===== config.mk =====
export PLATFORM = sky130hd
export DESIGN_NAME = reset_source_state_control
export DESIGN_NICKNAME = d
export VERILOG_FILES = /design/src/rtl/rst_ctrl_pkg.sv /design/src/rtl/reset_source_state_control.sv
export SDC_FILE = /design/constraint.sdc
export NUM_CORES = 1
export LEC_CHECK = 0
export BUFFER_PORTS_ARGS = -buffer_cell sky130_fd_sc_hd__buf_4
export CAP_MARGIN = 10
export CORE_MARGIN = 4
export CORE_UTILIZATION = 47
export DETAILED_ROUTE_END_ITERATION = 6
export PLACE_DENSITY = 0.77
export SLEW_MARGIN = 20
export SYNTH_ARGS = -nofsm -noshare
export SYNTH_HDL_FRONTEND = slang
export SYNTH_SLANG_ARGS = --single-unit

===== constraint.sdc =====
create_clock -name MCLK_I -period 3.2 [get_ports MCLK_I]
set_input_delay 0.48 -clock MCLK_I [delete_from_list [all_inputs] [get_ports MCLK_I]]
set_output_delay 0.48 -clock MCLK_I [all_outputs]
set_load 0.1 [all_outputs]

===== src/rtl/rst_ctrl_pkg.sv =====
// Constants, encodings and register map of the reset sequencing block.
// Assumes a single 25 MHz clock; every other time is counted in cycles or ticks.
package rst_ctrl_pkg;

    // ----------------------------------------------------------------
    // Timing
    // ----------------------------------------------------------------
    localparam int CLK_PERIOD_NS = 40;
    localparam int RESET_HOLD_DELAY_NS = 100_000_000;  // typical reset hold delay
    localparam int RESET_HOLD_CYCLES = RESET_HOLD_DELAY_NS / CLK_PERIOD_NS;
    localparam int CNT_W = 22;
    // Start-up timer targets, in ticks of the selected system clock
    localparam logic [CNT_W-1:0] SST_RC_TICKS = 22'h000010;
    localparam logic [CNT_W-1:0] SST_XTAL_TICKS = 22'h000400;
    localparam logic [CNT_W-1:0] SST_SLOW_RC_TICKS = 22'h000002;

    // ----------------------------------------------------------------
    // Encodings
    // ----------------------------------------------------------------
    typedef enum logic [1:0] {
        ST_HOLD = 2'h0,
        ST_DELAY = 2'h1,
        ST_STARTUP = 2'h2,
        ST_RUN = 2'h3
    } seq_st_t;

    typedef enum logic [2:0] {
        RT_NONE = 3'h0,
        RT_POWER_ON = 3'h1,
        RT_PIN_LVR = 3'h2,
        RT_WDT_NORMAL = 3'h3,
        RT_WDT_IDLE = 3'h4
    } reset_type_t;

    localparam logic [2:0] OSC_EXTERNAL_RC = 3'h0;
    localparam logic [2:0] OSC_INTERNAL_FAST_RC = 3'h1;
    localparam logic [2:0] OSC_FAST_CRYSTAL = 3'h2;
    localparam logic [2:0] OSC_SLOW_CRYSTAL = 3'h3;
    localparam logic [2:0] OSC_INTERNAL_SLOW_RC = 3'h4;

    // ----------------------------------------------------------------
    // Register map (byte addresses) and fields
    // ----------------------------------------------------------------
    localparam int ADDR_W = 12;
    localparam logic [ADDR_W-1:0] REG_STATUS = 12'h000;
    localparam logic [ADDR_W-1:0] REG_CLKSEL = 12'h004;
    localparam logic [ADDR_W-1:0] REG_IRQ_STATUS = 12'h008;
    localparam logic [ADDR_W-1:0] REG_IRQ_MASK = 12'h00C;
    localparam int STAT_WTO_BIT = 0;
    localparam int STAT_PDF_BIT = 1;
    localparam int STAT_TYPE_LSB = 2;
    localparam int STAT_HOLD_BIT = 5;
    localparam int EV_PIN_LVR = 0;
    localparam int EV_WDT_NORMAL = 1;
    localparam int EV_WDT_IDLE = 2;
    localparam int EV_STARTUP_DONE = 3;
    localparam int EV_W = 4;
    localparam logic [2:0] CLKSEL_RESET = 3'h1;
    localparam logic [EV_W-1:0] IRQ_MASK_RESET = 4'h0;

endpackage : rst_ctrl_pkg


===== src/rtl/reset_source_state_control.sv =====
// Reset source arbitration, flag handling and start-up sequencing.
// Assumes NRST_I is the power-on reset, all other inputs synchronous to MCLK_I,
// SYS_TICK_I one-cycle pulses at edges of the selected system clock.
// Notes on behaviour
// Normal watchdog timeout: pin-type reset, timeout flag set
// Idle watchdog timeout: clear PC, SP, set flag
// External/fast internal RC: start-up 15 to 16 ticks
// Crystal sources: start-up counts 1024 ticks
// Slow internal RC: start-up 1 to 2 ticks
// Full resets hold execution for reset delay
// Power-on clears timeout and power-down flags
// Pin or low-voltage reset leaves flags unchanged
// Idle watchdog reset sets both flags
// Power-on disables every interrupt source
// Power-on clears watchdog, then it counts
// Power-on switches all timers off
// Power-on: ports inputs, analogue pins converter inputs
// Power-on sets stack pointer to top
// Distinct reset values for four reset types
// Every reset clears the program counter
// Outside party holds pin low to reset
// Priority: power-on, then pin/low-voltage, then watchdog
// Start-up counts selected clock, releases at target
//
// The placing of the registers and register access over APB are this design's own decisions.
`timescale 1ns/1ps
module reset_source_state_control #(
    parameter int RESET_HOLD_CYCLES = rst_ctrl_pkg::RESET_HOLD_CYCLES
) (
    input wire logic MCLK_I,
    input wire logic NRST_I,
    input wire logic EXT_RESET_PIN_N_I,
    input wire logic LOW_VOLTAGE_RESET_I,
    input wire logic WDT_TIMEOUT_I,
    input wire logic LOW_POWER_MODE_I,
    input wire logic SLEEP_ENTER_I,
    input wire logic SYS_TICK_I,
    input wire logic PSEL_I,
    input wire logic PENABLE_I,
    input wire logic PWRITE_I,
    input wire logic [rst_ctrl_pkg::ADDR_W-1:0] PADDR_I,
    input wire logic [31:0] PWDATA_I,
    output logic [31:0] PRDATA_O,
    output logic PREADY_O,
    output logic PSLVERR_O,
    output logic CORE_HOLD_O,
    output logic PC_CLEAR_O,
    output logic SP_CLEAR_O,
    output logic SP_TOP_O,
    output logic FULL_RESET_O,
    output logic INT_DISABLE_O,
    output logic WDT_CLEAR_O,
    output logic TIMERS_OFF_O,
    output logic PORTS_INPUT_O,
    output logic ANALOG_SEL_O,
    output logic [2:0] RESET_TYPE_O,
    output logic WDT_TIMEOUT_FLAG_O,
    output logic POWER_DOWN_FLAG_O,
    output logic IRQ_O
);

    // ----------------------------------------------------------------
    // State
    // ----------------------------------------------------------------
    typedef struct packed {
        rst_ctrl_pkg::seq_st_t st;
        rst_ctrl_pkg::reset_type_t rtype;
        logic [rst_ctrl_pkg::CNT_W-1:0] cnt;
        logic wto;
        logic power_down_flag;
        logic [2:0] clksel;
        logic [rst_ctrl_pkg::EV_W-1:0] ev;
        logic [rst_ctrl_pkg::EV_W-1:0] mask;
        logic pready;
        logic pslverr;
        logic [31:0] prdata;
        logic hold;
        logic full;
        logic spclr;
        logic irq;
    } state_t;

    state_t q;
    state_t d;
    logic pin_req;
    logic wdt_req;
    logic apb_done;
    logic [rst_ctrl_pkg::CNT_W-1:0] sst_target;
    logic [rst_ctrl_pkg::CNT_W-1:0] hold_last;

    assign hold_last = rst_ctrl_pkg::CNT_W'(RESET_HOLD_CYCLES - 1);

    // Reset requests, pin and low-voltage outrank the watchdog
    assign pin_req = !EXT_RESET_PIN_N_I || LOW_VOLTAGE_RESET_I;
    assign wdt_req = WDT_TIMEOUT_I && (q.st == rst_ctrl_pkg::ST_RUN) && !pin_req;
    assign apb_done = PSEL_I && PENABLE_I && q.pready;

    // Start-up target follows the oscillator in use
    always_comb
    begin
        case (q.clksel)
            rst_ctrl_pkg::OSC_EXTERNAL_RC,
            rst_ctrl_pkg::OSC_INTERNAL_FAST_RC: sst_target = rst_ctrl_pkg::SST_RC_TICKS;
            rst_ctrl_pkg::OSC_INTERNAL_SLOW_RC:
                sst_target = rst_ctrl_pkg::SST_SLOW_RC_TICKS;
            default: sst_target = rst_ctrl_pkg::SST_XTAL_TICKS;
        endcase
    end

    // ----------------------------------------------------------------
    // Next state
    // ----------------------------------------------------------------
    always_comb
    begin
        d = q;
        d.pready = 1'b0;
        d.pslverr = 1'b0;

        // Register access: software clears first so a same-cycle set wins
        if (apb_done && PWRITE_I)
        begin
            case (PADDR_I)
                rst_ctrl_pkg::REG_STATUS:
                begin
                    if (PWDATA_I[rst_ctrl_pkg::STAT_WTO_BIT])
                        d.wto = 1'b0;
                    if (PWDATA_I[rst_ctrl_pkg::STAT_PDF_BIT])
                        d.power_down_flag = 1'b0;
                end
                rst_ctrl_pkg::REG_CLKSEL: d.clksel = PWDATA_I[2:0];
                rst_ctrl_pkg::REG_IRQ_MASK: d.mask = PWDATA_I[rst_ctrl_pkg::EV_W-1:0];
                default: d.clksel = q.clksel;
            endcase
        end
        // Read clears only the bits that were returned, so a late event survives
        if (apb_done && !PWRITE_I && (PADDR_I == rst_ctrl_pkg::REG_IRQ_STATUS))
            d.ev = q.ev & ~q.prdata[rst_ctrl_pkg::EV_W-1:0];

        // Reset sequencer
        if (pin_req)
        begin
            d.st = rst_ctrl_pkg::ST_HOLD;
            // A pending power-on sequence keeps its type until it completes
            if (q.rtype != rst_ctrl_pkg::RT_POWER_ON || q.st == rst_ctrl_pkg::ST_RUN)
                d.rtype = rst_ctrl_pkg::RT_PIN_LVR;
            d.cnt = '0;
            if (q.st == rst_ctrl_pkg::ST_RUN)
                d.ev[rst_ctrl_pkg::EV_PIN_LVR] = 1'b1;
            // Flags are left alone here, see
        end
        else
        begin
            case (q.st)
                rst_ctrl_pkg::ST_HOLD:
                begin
                    d.st = rst_ctrl_pkg::ST_DELAY;
                    d.cnt = '0;
                end
                rst_ctrl_pkg::ST_DELAY:
                begin
                    d.cnt = q.cnt + 1'b1;
                    if (q.cnt >= hold_last)
                    begin
                        d.st = rst_ctrl_pkg::ST_STARTUP;
                        d.cnt = '0;
                    end
                end
                rst_ctrl_pkg::ST_STARTUP:
                begin
                    // Count only edges of the selected source, see
                    if (SYS_TICK_I)
                    begin
                        d.cnt = q.cnt + 1'b1;
                        if (q.cnt + 1'b1 >= sst_target)
                        begin
                            d.st = rst_ctrl_pkg::ST_RUN;
                            d.cnt = '0;
                            d.ev[rst_ctrl_pkg::EV_STARTUP_DONE] = 1'b1;
                        end
                    end
                end
                rst_ctrl_pkg::ST_RUN:
                begin
                    if (wdt_req && LOW_POWER_MODE_I)
                    begin
                        // Wake path: only PC and SP are cleared, see
                        d.st = rst_ctrl_pkg::ST_STARTUP;
                        d.rtype = rst_ctrl_pkg::RT_WDT_IDLE;
                        d.cnt = '0;
                        d.wto = 1'b1;
                        d.power_down_flag = 1'b1;
                        d.ev[rst_ctrl_pkg::EV_WDT_IDLE] = 1'b1;
                    end
                    else if (wdt_req)
                    begin
                        // Like a pin reset, but straight into the delay, with its own reset type and the flag set, see
                        d.st = rst_ctrl_pkg::ST_DELAY;
                        d.rtype = rst_ctrl_pkg::RT_WDT_NORMAL;
                        d.cnt = '0;
                        d.wto = 1'b1;
                        d.ev[rst_ctrl_pkg::EV_WDT_NORMAL] = 1'b1;
                    end
                    else if (SLEEP_ENTER_I)
                        d.power_down_flag = 1'b1;
                end
                default: d.st = rst_ctrl_pkg::ST_HOLD;
            endcase
        end

        // APB setup phase: capture read data, answer in the access phase
        if (PSEL_I && !PENABLE_I)
        begin
            d.pready = 1'b1;
            d.prdata = '0;
            case (PADDR_I)
                rst_ctrl_pkg::REG_STATUS:
                begin
                    d.prdata[rst_ctrl_pkg::STAT_WTO_BIT] = q.wto;
                    d.prdata[rst_ctrl_pkg::STAT_PDF_BIT] = q.power_down_flag;
                    d.prdata[rst_ctrl_pkg::STAT_TYPE_LSB +: 3] = q.rtype;
                    d.prdata[rst_ctrl_pkg::STAT_HOLD_BIT] = q.hold;
                end
                rst_ctrl_pkg::REG_CLKSEL: d.prdata[2:0] = q.clksel;
                rst_ctrl_pkg::REG_IRQ_STATUS: d.prdata[rst_ctrl_pkg::EV_W-1:0] = q.ev;
                rst_ctrl_pkg::REG_IRQ_MASK: d.prdata[rst_ctrl_pkg::EV_W-1:0] = q.mask;
                default: d.pslverr = 1'b1;
            endcase
        end

        // Registered outputs follow the next sequencer state
        d.hold = (d.st != rst_ctrl_pkg::ST_RUN);
        d.full = d.hold && (d.rtype != rst_ctrl_pkg::RT_WDT_IDLE);
        d.spclr = d.hold && (d.rtype == rst_ctrl_pkg::RT_WDT_IDLE);
        d.irq = |(d.ev & d.mask);
    end

    // ----------------------------------------------------------------
    // Registers
    // ----------------------------------------------------------------
    // Power-on: held in reset, both flags cleared, see
    always_ff @(posedge MCLK_I or negedge NRST_I)
    begin
        if (!NRST_I)
        begin
            q.st <= rst_ctrl_pkg::ST_HOLD;
            q.rtype <= rst_ctrl_pkg::RT_POWER_ON;
            q.cnt <= '0;
            q.wto <= 1'b0;
            q.power_down_flag <= 1'b0;
            q.clksel <= rst_ctrl_pkg::CLKSEL_RESET;
            q.ev <= '0;
            q.mask <= rst_ctrl_pkg::IRQ_MASK_RESET;
            q.pready <= 1'b0;
            q.pslverr <= 1'b0;
            q.prdata <= '0;
            q.hold <= 1'b1;
            q.full <= 1'b1;
            q.spclr <= 1'b0;
            q.irq <= 1'b0;
        end
        else
            q <= d;
    end

    // Full resets drive every power-on default of the core, see
    assign PRDATA_O = q.prdata;
    assign PREADY_O = q.pready;
    assign PSLVERR_O = q.pslverr;
    assign CORE_HOLD_O = q.hold;
    assign PC_CLEAR_O = q.hold;
    assign SP_CLEAR_O = q.spclr;
    assign SP_TOP_O = q.full;
    assign FULL_RESET_O = q.full;
    assign INT_DISABLE_O = q.full;
    assign WDT_CLEAR_O = q.full;  // Counter released the cycle the hold ends
    assign TIMERS_OFF_O = q.full;
    assign PORTS_INPUT_O = q.full;
    assign ANALOG_SEL_O = q.full;
    assign RESET_TYPE_O = q.rtype;
    assign WDT_TIMEOUT_FLAG_O = q.wto;
    assign POWER_DOWN_FLAG_O = q.power_down_flag;
    assign IRQ_O = q.irq;

    logic [rst_ctrl_pkg::CNT_W-1:0] h_ticks;
    logic [rst_ctrl_pkg::CNT_W-1:0] h_delay;

    // Independent tick and cycle counters for the timing checks
    always_ff @(posedge MCLK_I or negedge NRST_I)
    begin
        if (!NRST_I)
        begin
            h_ticks <= '0;
            h_delay <= '0;
        end
        else
        begin
            h_ticks <= (q.st == rst_ctrl_pkg::ST_STARTUP) ? h_ticks + 22'(SYS_TICK_I) : '0;
            h_delay <= (q.st == rst_ctrl_pkg::ST_DELAY) ? h_delay + 1'b1 : '0;
        end
    end
endmodule : reset_source_state_control


; Yosys cells after proc, flatten, opt, wreduce, memory -nomap -nowiden
; Index checks and enable logic that the tools add are counted.
[op_classes]
add_sub_neg = 1
n_lt_le_gt_ge = 2
n_eq_ne = 14
n_mux = 41
n_bitwise = 3
n_reduce_logical = 25
[ops]
columns = cell, count
row1 = $pmux 22 s4, 1
row2 = $mux 22, 3
row3 = $mux 34, 1
row4 = $mux 29, 1
row5 = $mux 28, 1
row6 = $mux 27, 1
row7 = $eq 12x4->1 const B, 2
row8 = $add 22x1->22 const B, 1
row9 = $ge 22x22->1, 1
row10 = $ge 22x22->1 const B, 1
row11 = $pmux 11 s2, 1
row12 = $mux 2, 8
row13 = $mux 1, 13
row14 = $eq 12x3->1 const B, 1
row15 = $logic_not 12->1, 1
row16 = $mux 3, 4
row17 = $mux 4, 3
row18 = $pmux 3 s4, 1
row19 = $logic_and 1x1->1, 11
row20 = $and 4x4->4, 2
row21 = $pmux 2 s4, 1
row22 = $reduce_or 4->1, 2
row23 = $eq 3x3->1 const B, 2
row24 = $ne 3x3->1 const B, 2
row25 = 15 further kinds, 21
[word_totals]
register_bits = 52
inputBits = 55
output_inout_bits = 50

; Longest topological paths before layout
[logic_depth]
depth_word = 11
mapped_depth = 12

; Worst setup path after synthesis
; Ideal clock, no wire load.
[synth_path]
path_type = reg-to-reg
start = register q[51] (netlist name)
end = register q[62] (netlist name)
setup_time_ns = 0.142
arrival_time_ns = 2.860
path_slack_ns = 0.198
stages_incl_launch_ff = 13
synth_period_minus_slack_ns = 3.002
cell_sequence = dfrtp_1 > ha_1 > clkbuf_1 > nand2_1 > nor3_1 > xor2_1 > ha_1 > nand4_1 > nor4b_1 > nor4_4 > a211oi_4 > buf_6 > nor3_2
[synth_between]
elab_chain_cells = 6
[synth_lines]
columns = element, line_no
row1 = from (decl), reset_source_state_control.sv:83  ; state_t q;
row2 = $add 22x1->22, "reset_source_state_control.sv:161, reset_source_state_control.sv:173, reset_source_state_control.sv:174"
row3 = $ge 22x22->1, reset_source_state_control.sv:174  ; if (q.cnt + 1'b1 >= sst_target)
row4 = $mux 22, reset_source_state_control.sv:174
row5 = $mux 22, reset_source_state_control.sv:171  ; if (SYS_TICK_I)
row6 = $pmux 22 s4 (*), reset_source_state_control.sv:153  ; case (q.st)
row7 = $mux 27 (*), reset_source_state_control.sv:140  ; if (pin_req)
; Mark *: on every way between the ends. The rest lies on a longest branch, timed or not. The select of a mux whose other input is x is not followed.
; A chain may end at the register's enable or synchronous reset.

; Worst setup path after layout
[layout_path]
start = register q[52] (netlist name)
end = register q[71] (netlist name)
; The elaborated chain is that of the path after synthesis.

==> flow_metrics.py <==
metrics = {
    "run_status": {
        "status": "finished clean",
    },
    "synthesis": {
        "number_of_synthesized_flops_with_an_enable_pin": 0,
        "ys_seq_elements": 52,
        "ys_async_sr_fraction_pct": 100,
        "yosysWarnings": 0,
        "top_ff_cell_synth": "sky130_fd_sc_hd__dfrtp_1",
        "synth.avg_cell_area_um2": 9.24,
        "synthDistinctLibCells": 58,
        "seq_area_frac_synth_pct": 37.2,
        "total_standard_cell_area_after_synthesis_mm2": 0.00351,
        "post_synth_inst_count": 380,
    },
    "timing": {
        "clock_skew_ps": 6.13,
        "timing_hold_violations_final": 0,
        "slew-limit-headroom_pct": 55.3,
        "final.period_utilization_pct": 92.6,
        "timing_max_transition_violations_final": 0,
        "final-setup-viol-count": 0,
        "period_minus_slack_ps": 2960,
        "worst-slew-pin-transition_ps": 661,
        "fin_hold_ws_ps": 181,
        "rsz_0062_raised_after_global_routing": "false",
        "tns_setup_ps": 0,
        "fmax_ghz": 0.338,
    },
    "clock_network": {
        "cts.sink_count": 52,
        "tritoncts_clock_tree": "yes",
        "cts_htree_levels": 2,
        "worst_setup_hold_path_clk_slew_ps": 100,
        "worstSkewPairLatency_ps": 310,
        "cts.root.buffer_cell": "sky130_fd_sc_hd__clkbuf_8",
        "number_of_setup_buffers_added_after_cts": 0,
        "tritoncts.num_buffers": 5,
        "cts-root-to-sink-buffers": 2,
    },
    "power": {
        "pwr_density_cell_mw_per_mm2": 335,
        "p_total_mw": 1.30,
        "vdd.ir_drop.worst_mv": 0.201,
        "power_switching_uw": 439,
        "power.share.combinational_pct": 18.8,
        "leakage_nw": 1.72,
        "switching_share_pct": 33.8,
        "power.sequential.fraction_pct": 51.4,
        "intPower_uw": 858,
        "clock_power_share_pct": 29.8,
    },
    "final_layout": {
        "num_antenna_cells": 0,
        "layout.core_utilization_pct": 53.3,
        "area_growth_syn_to_layout_pct": 10.1,
        "layoutNonFillerInstCount": 510,
        "nFillCells": 647,
        "num-nets-final": 469,
        "final_layout_size_suffix_gt1_share_pct": 24.6,
    },
    "routing": {
        "drtAntennaViolNets": 0,
        "routed_via_density": 5.45,
        "detail_route.iter0.violations": 128,
        "via_count": 2781,
        "drc_errors": 0,
        "routed_wire_length_per_instance_um": 15.1,
        "drt_pre_antenna_iters": 4,
        "wl_um": 7700,
    },
    "global_routing": {
        "grt_first_pass_wirelength_um": 12700,
        "grtUsageTotal_pct": 17.8,
        "antenna_found_initial": 0,
        "globalRoute.totalOverflow": 0,
        "first_global_vias": 2703,
        "grt_max_degree": 53,
    },
    "floorplan": {
        "floorplan.initialDensity_pct": 48.4,
        "dieArea_mm2": 0.00892,
        "dieWidth_um": 94.4,
        "floorplan.rows": 31,
        "floorplan.core_area_mm2": 0.00725,
        "die_height_um": 94.4,
        "pin_count": 105,
    },
    "setup_path": {
        "crit_path_cell_trace": "ha_1 -> nand2_1 -> nor3_1 -> xor2_1 -> ha_1 -> nand4_1 -> nor4b_1 -> buf_4 -> nor4_4 -> a211oi_4 -> buf_4 -> nor3_1",
        "worst_setup_start_kind": "flop",
        "crit_buf_inv": 2,
        "worst_ep_arrival_time_ps": 3190,
        "max_stage_delay_ps": 440,
        "cp_data_required_time_ps": 3430,
        "crit_path_max_delay_cell_type": "sky130_fd_sc_hd__dfrtp_1",
        "setup.worst_path.class": "reg2reg",
        "critical_path_origin": "q[52]$_DFFE_PN0P_",
        "critical_path_peak_fanout": 9,
        "critical_register_to_register_path_startpoint": "q[52]$_DFFE_PN0P_",
        "cpLargestDelayFamily": "simple AND/OR/NAND/NOR gates",
        "critPathCaptureType": "flop",
    },
    "worst_hold_path": {
        "hold_path.class": "in2async",
    },
    "place": {
        "place_congestion": 0.867,
        "post-place-cells": 502,
        "buffer_ports.inserted": 50,
        "post-dp-hpwl_um": 5780,
    },
    "run": {
        "drv_cap": 0,
    },
}
power groups by stage:
| stage | clock network [mW] | logic, mW | registers, mW |
|---|---|---|---|
| CTS | 0.392 | 0.244 | 0.666 |
| global placement | 0 | 0.242 | 0.679 |
| finish | 0.387 | 0.243 | 0.666 |
| detailed placement | 0 | 0.244 | 0.679 |
| global route | 0.427 | 0.256 | 0.667 |
| floorplan | 0 | 0.199 | 0.693 |
state kept, by name (all words and copies together) (netlist names):
register,count
q,35
PRDATA_O,6
RESET_TYPE_O,3
ANALOG_SEL_O,1
CORE_HOLD_O,1
IRQ_O,1
POWER_DOWN_FLAG_O,1
PREADY_O,1
PSLVERR_O,1
SP_CLEAR_O,1
WDT_TIMEOUT_FLAG_O,1
per-stage QoR:
stage / instance area [um^2] / setup slack, ps
2_1_floorplan: 3610 / 198
3_3_place_gp: 3770 / 314
3_5_place_dp: 3770 / 203
4_1_cts: 3860 / 211
5_1_grt: 3870 / 12.6
6_report: 3870 / 238
worst register-to-register path, cell delays in order (launching register included):
cell and delay [ps]:
sky130_fd_sc_hd__dfrtp_1 440, sky130_fd_sc_hd__ha_1 360, sky130_fd_sc_hd__nand2_1 170, sky130_fd_sc_hd__nor3_1 250
sky130_fd_sc_hd__xor2_1 230, sky130_fd_sc_hd__ha_1 290, sky130_fd_sc_hd__nand4_1 110, sky130_fd_sc_hd__nor4b_1 60
sky130_fd_sc_hd__buf_4 150, sky130_fd_sc_hd__nor4_4 330, sky130_fd_sc_hd__a211oi_4 110, sky130_fd_sc_hd__buf_4 210
sky130_fd_sc_hd__nor3_1 180
cells by family (layout without fill, tap and decap cells):
| logic type | after synthesis | count (layout) | synth area share, % |
|---|---|---|---|
| muxes | 17 | 17 | 6.16 |
| DFF | 52 | 52 | 37.2 |
| xor gates and xnor gates | 25 | 25 | 6.23 |
| AOI/OAI and AO/OA | 50 | 50 | 10.3 |
| other | 1 | 26 | 0.107 |
| and+or+nand+nor | 159 | 159 | 26.0 |
| buffers and inverters | 72 | 78 | 12.5 |
| adders and majority gates | 4 | 4 | 1.43 |
final cells by class:
| type | count | area, um^2 | area share [%] |
|---|---|---|---|
| clock buffer | 6 | 72.6 | 1.88 |
| clock inverter | 2 | 16.3 | 0.421 |
| inverter | 11 | 41.3 | 1.07 |
| multi-input combinational | 281 | 1860 | 48.2 |
| sequential | 52 | 1310 | 33.8 |
| tap | 99 | 124 | 3.20 |
| timing repair buffer | 59 | 443 | 11.5 |
per-layer routing:
| metal | vias up | track usage, % | routed length [um] |
|---|---|---|---|
| met4 | 0 | 5.78 | 94 |
| met5 | - | 0 | 0 |
| met1 | 1327 | 22.6 | 3210 |
| li1 | 1340 | - | - |
| met2 | 101 | 31.1 | 3820 |
| met3 | 13 | 2.79 | 577 |
worst paths after layout:
check	end	slack [ps]	depth (start not counted)
setup reg to reg	q[71]$_DFFE_PN0P_	240	12
max in group asynchronous	q[65]$_DFFE_PN0P_	2580	1
hold / removal	PRDATA_O[2]$_DFFE_PN0P_	180	1
setup / recovery	q[71]$_DFFE_PN0P_	240	12
min in group MCLK_I	q[48]$_DFFE_PN0P_	410	2
hold reg to reg	PRDATA_O[5]$_DFFE_PN0P_	490	2
Yosys cell counts (7+ instances only):
cell / instances / area [um^2]
sky130_fd_sc_hd__nor2_1: 26 / 97.6
sky130_fd_sc_hd__clkbuf_1: 15 / 56.3
sky130_fd_sc_hd__nor3_1: 22 / 110
sky130_fd_sc_hd__xnor2_1: 16 / 140
sky130_fd_sc_hd__mux2_2: 7 / 78.8
sky130_fd_sc_hd__dfrtp_1: 48 / 1200
sky130_fd_sc_hd__inv_1: 11 / 41.3
sky130_fd_sc_hd__mux2i_1: 7 / 70.1
sky130_fd_sc_hd__xor2_1: 9 / 78.8
sky130_fd_sc_hd__o21ai_0: 12 / 60.1
sky130_fd_sc_hd__nor3_2: 9 / 90.1
sky130_fd_sc_hd__a21oi_1: 7 / 35.0
sky130_fd_sc_hd__nand2_1: 34 / 128
sky130_fd_sc_hd__buf_4: 42 / 315
sky130_fd_sc_hd__nand4_1: 7 / 43.8
sky130_fd_sc_hd__nand3_1: 17 / 85.1
repair_timing:
action,in CTS,in global routing
gates resized for setup,0,1
endpoints found under the hold margin,0,0
endpoints found under the setup margin,0,1
hold buffers,0,0
cell usage in the layout, fill, tap and decap left out, drive strengths merged, types with 3 or more instances in the layout:
cell | netlist | routed
clkbuf | 15 | 6
dfrtp | 48 | 48
a21oi | 7 | 7
conb | 1 | 26
nand3 | 17 | 17
and4 | 3 | 3
o31ai | 3 | 3
dfstp | 4 | 4
nor2 | 26 | 26
nor2b | 4 | 4
buf | 46 | 59
xnor2 | 16 | 16
mux4 | 3 | 3
mux2i | 7 | 7
and2 | 5 | 5
and3 | 4 | 4
nor3 | 32 | 32
ha | 4 | 4
nor4 | 8 | 8
inv | 11 | 11
xor2 | 9 | 9
or2 | 3 | 3
mux2 | 7 | 7
nor3b | 4 | 4
a31oi | 6 | 6
nand2b | 4 | 4
o21ai | 12 | 12
nand4 | 8 | 8
nand2 | 34 | 34
a211oi | 3 | 3
(Power assumes the default switching activity.)
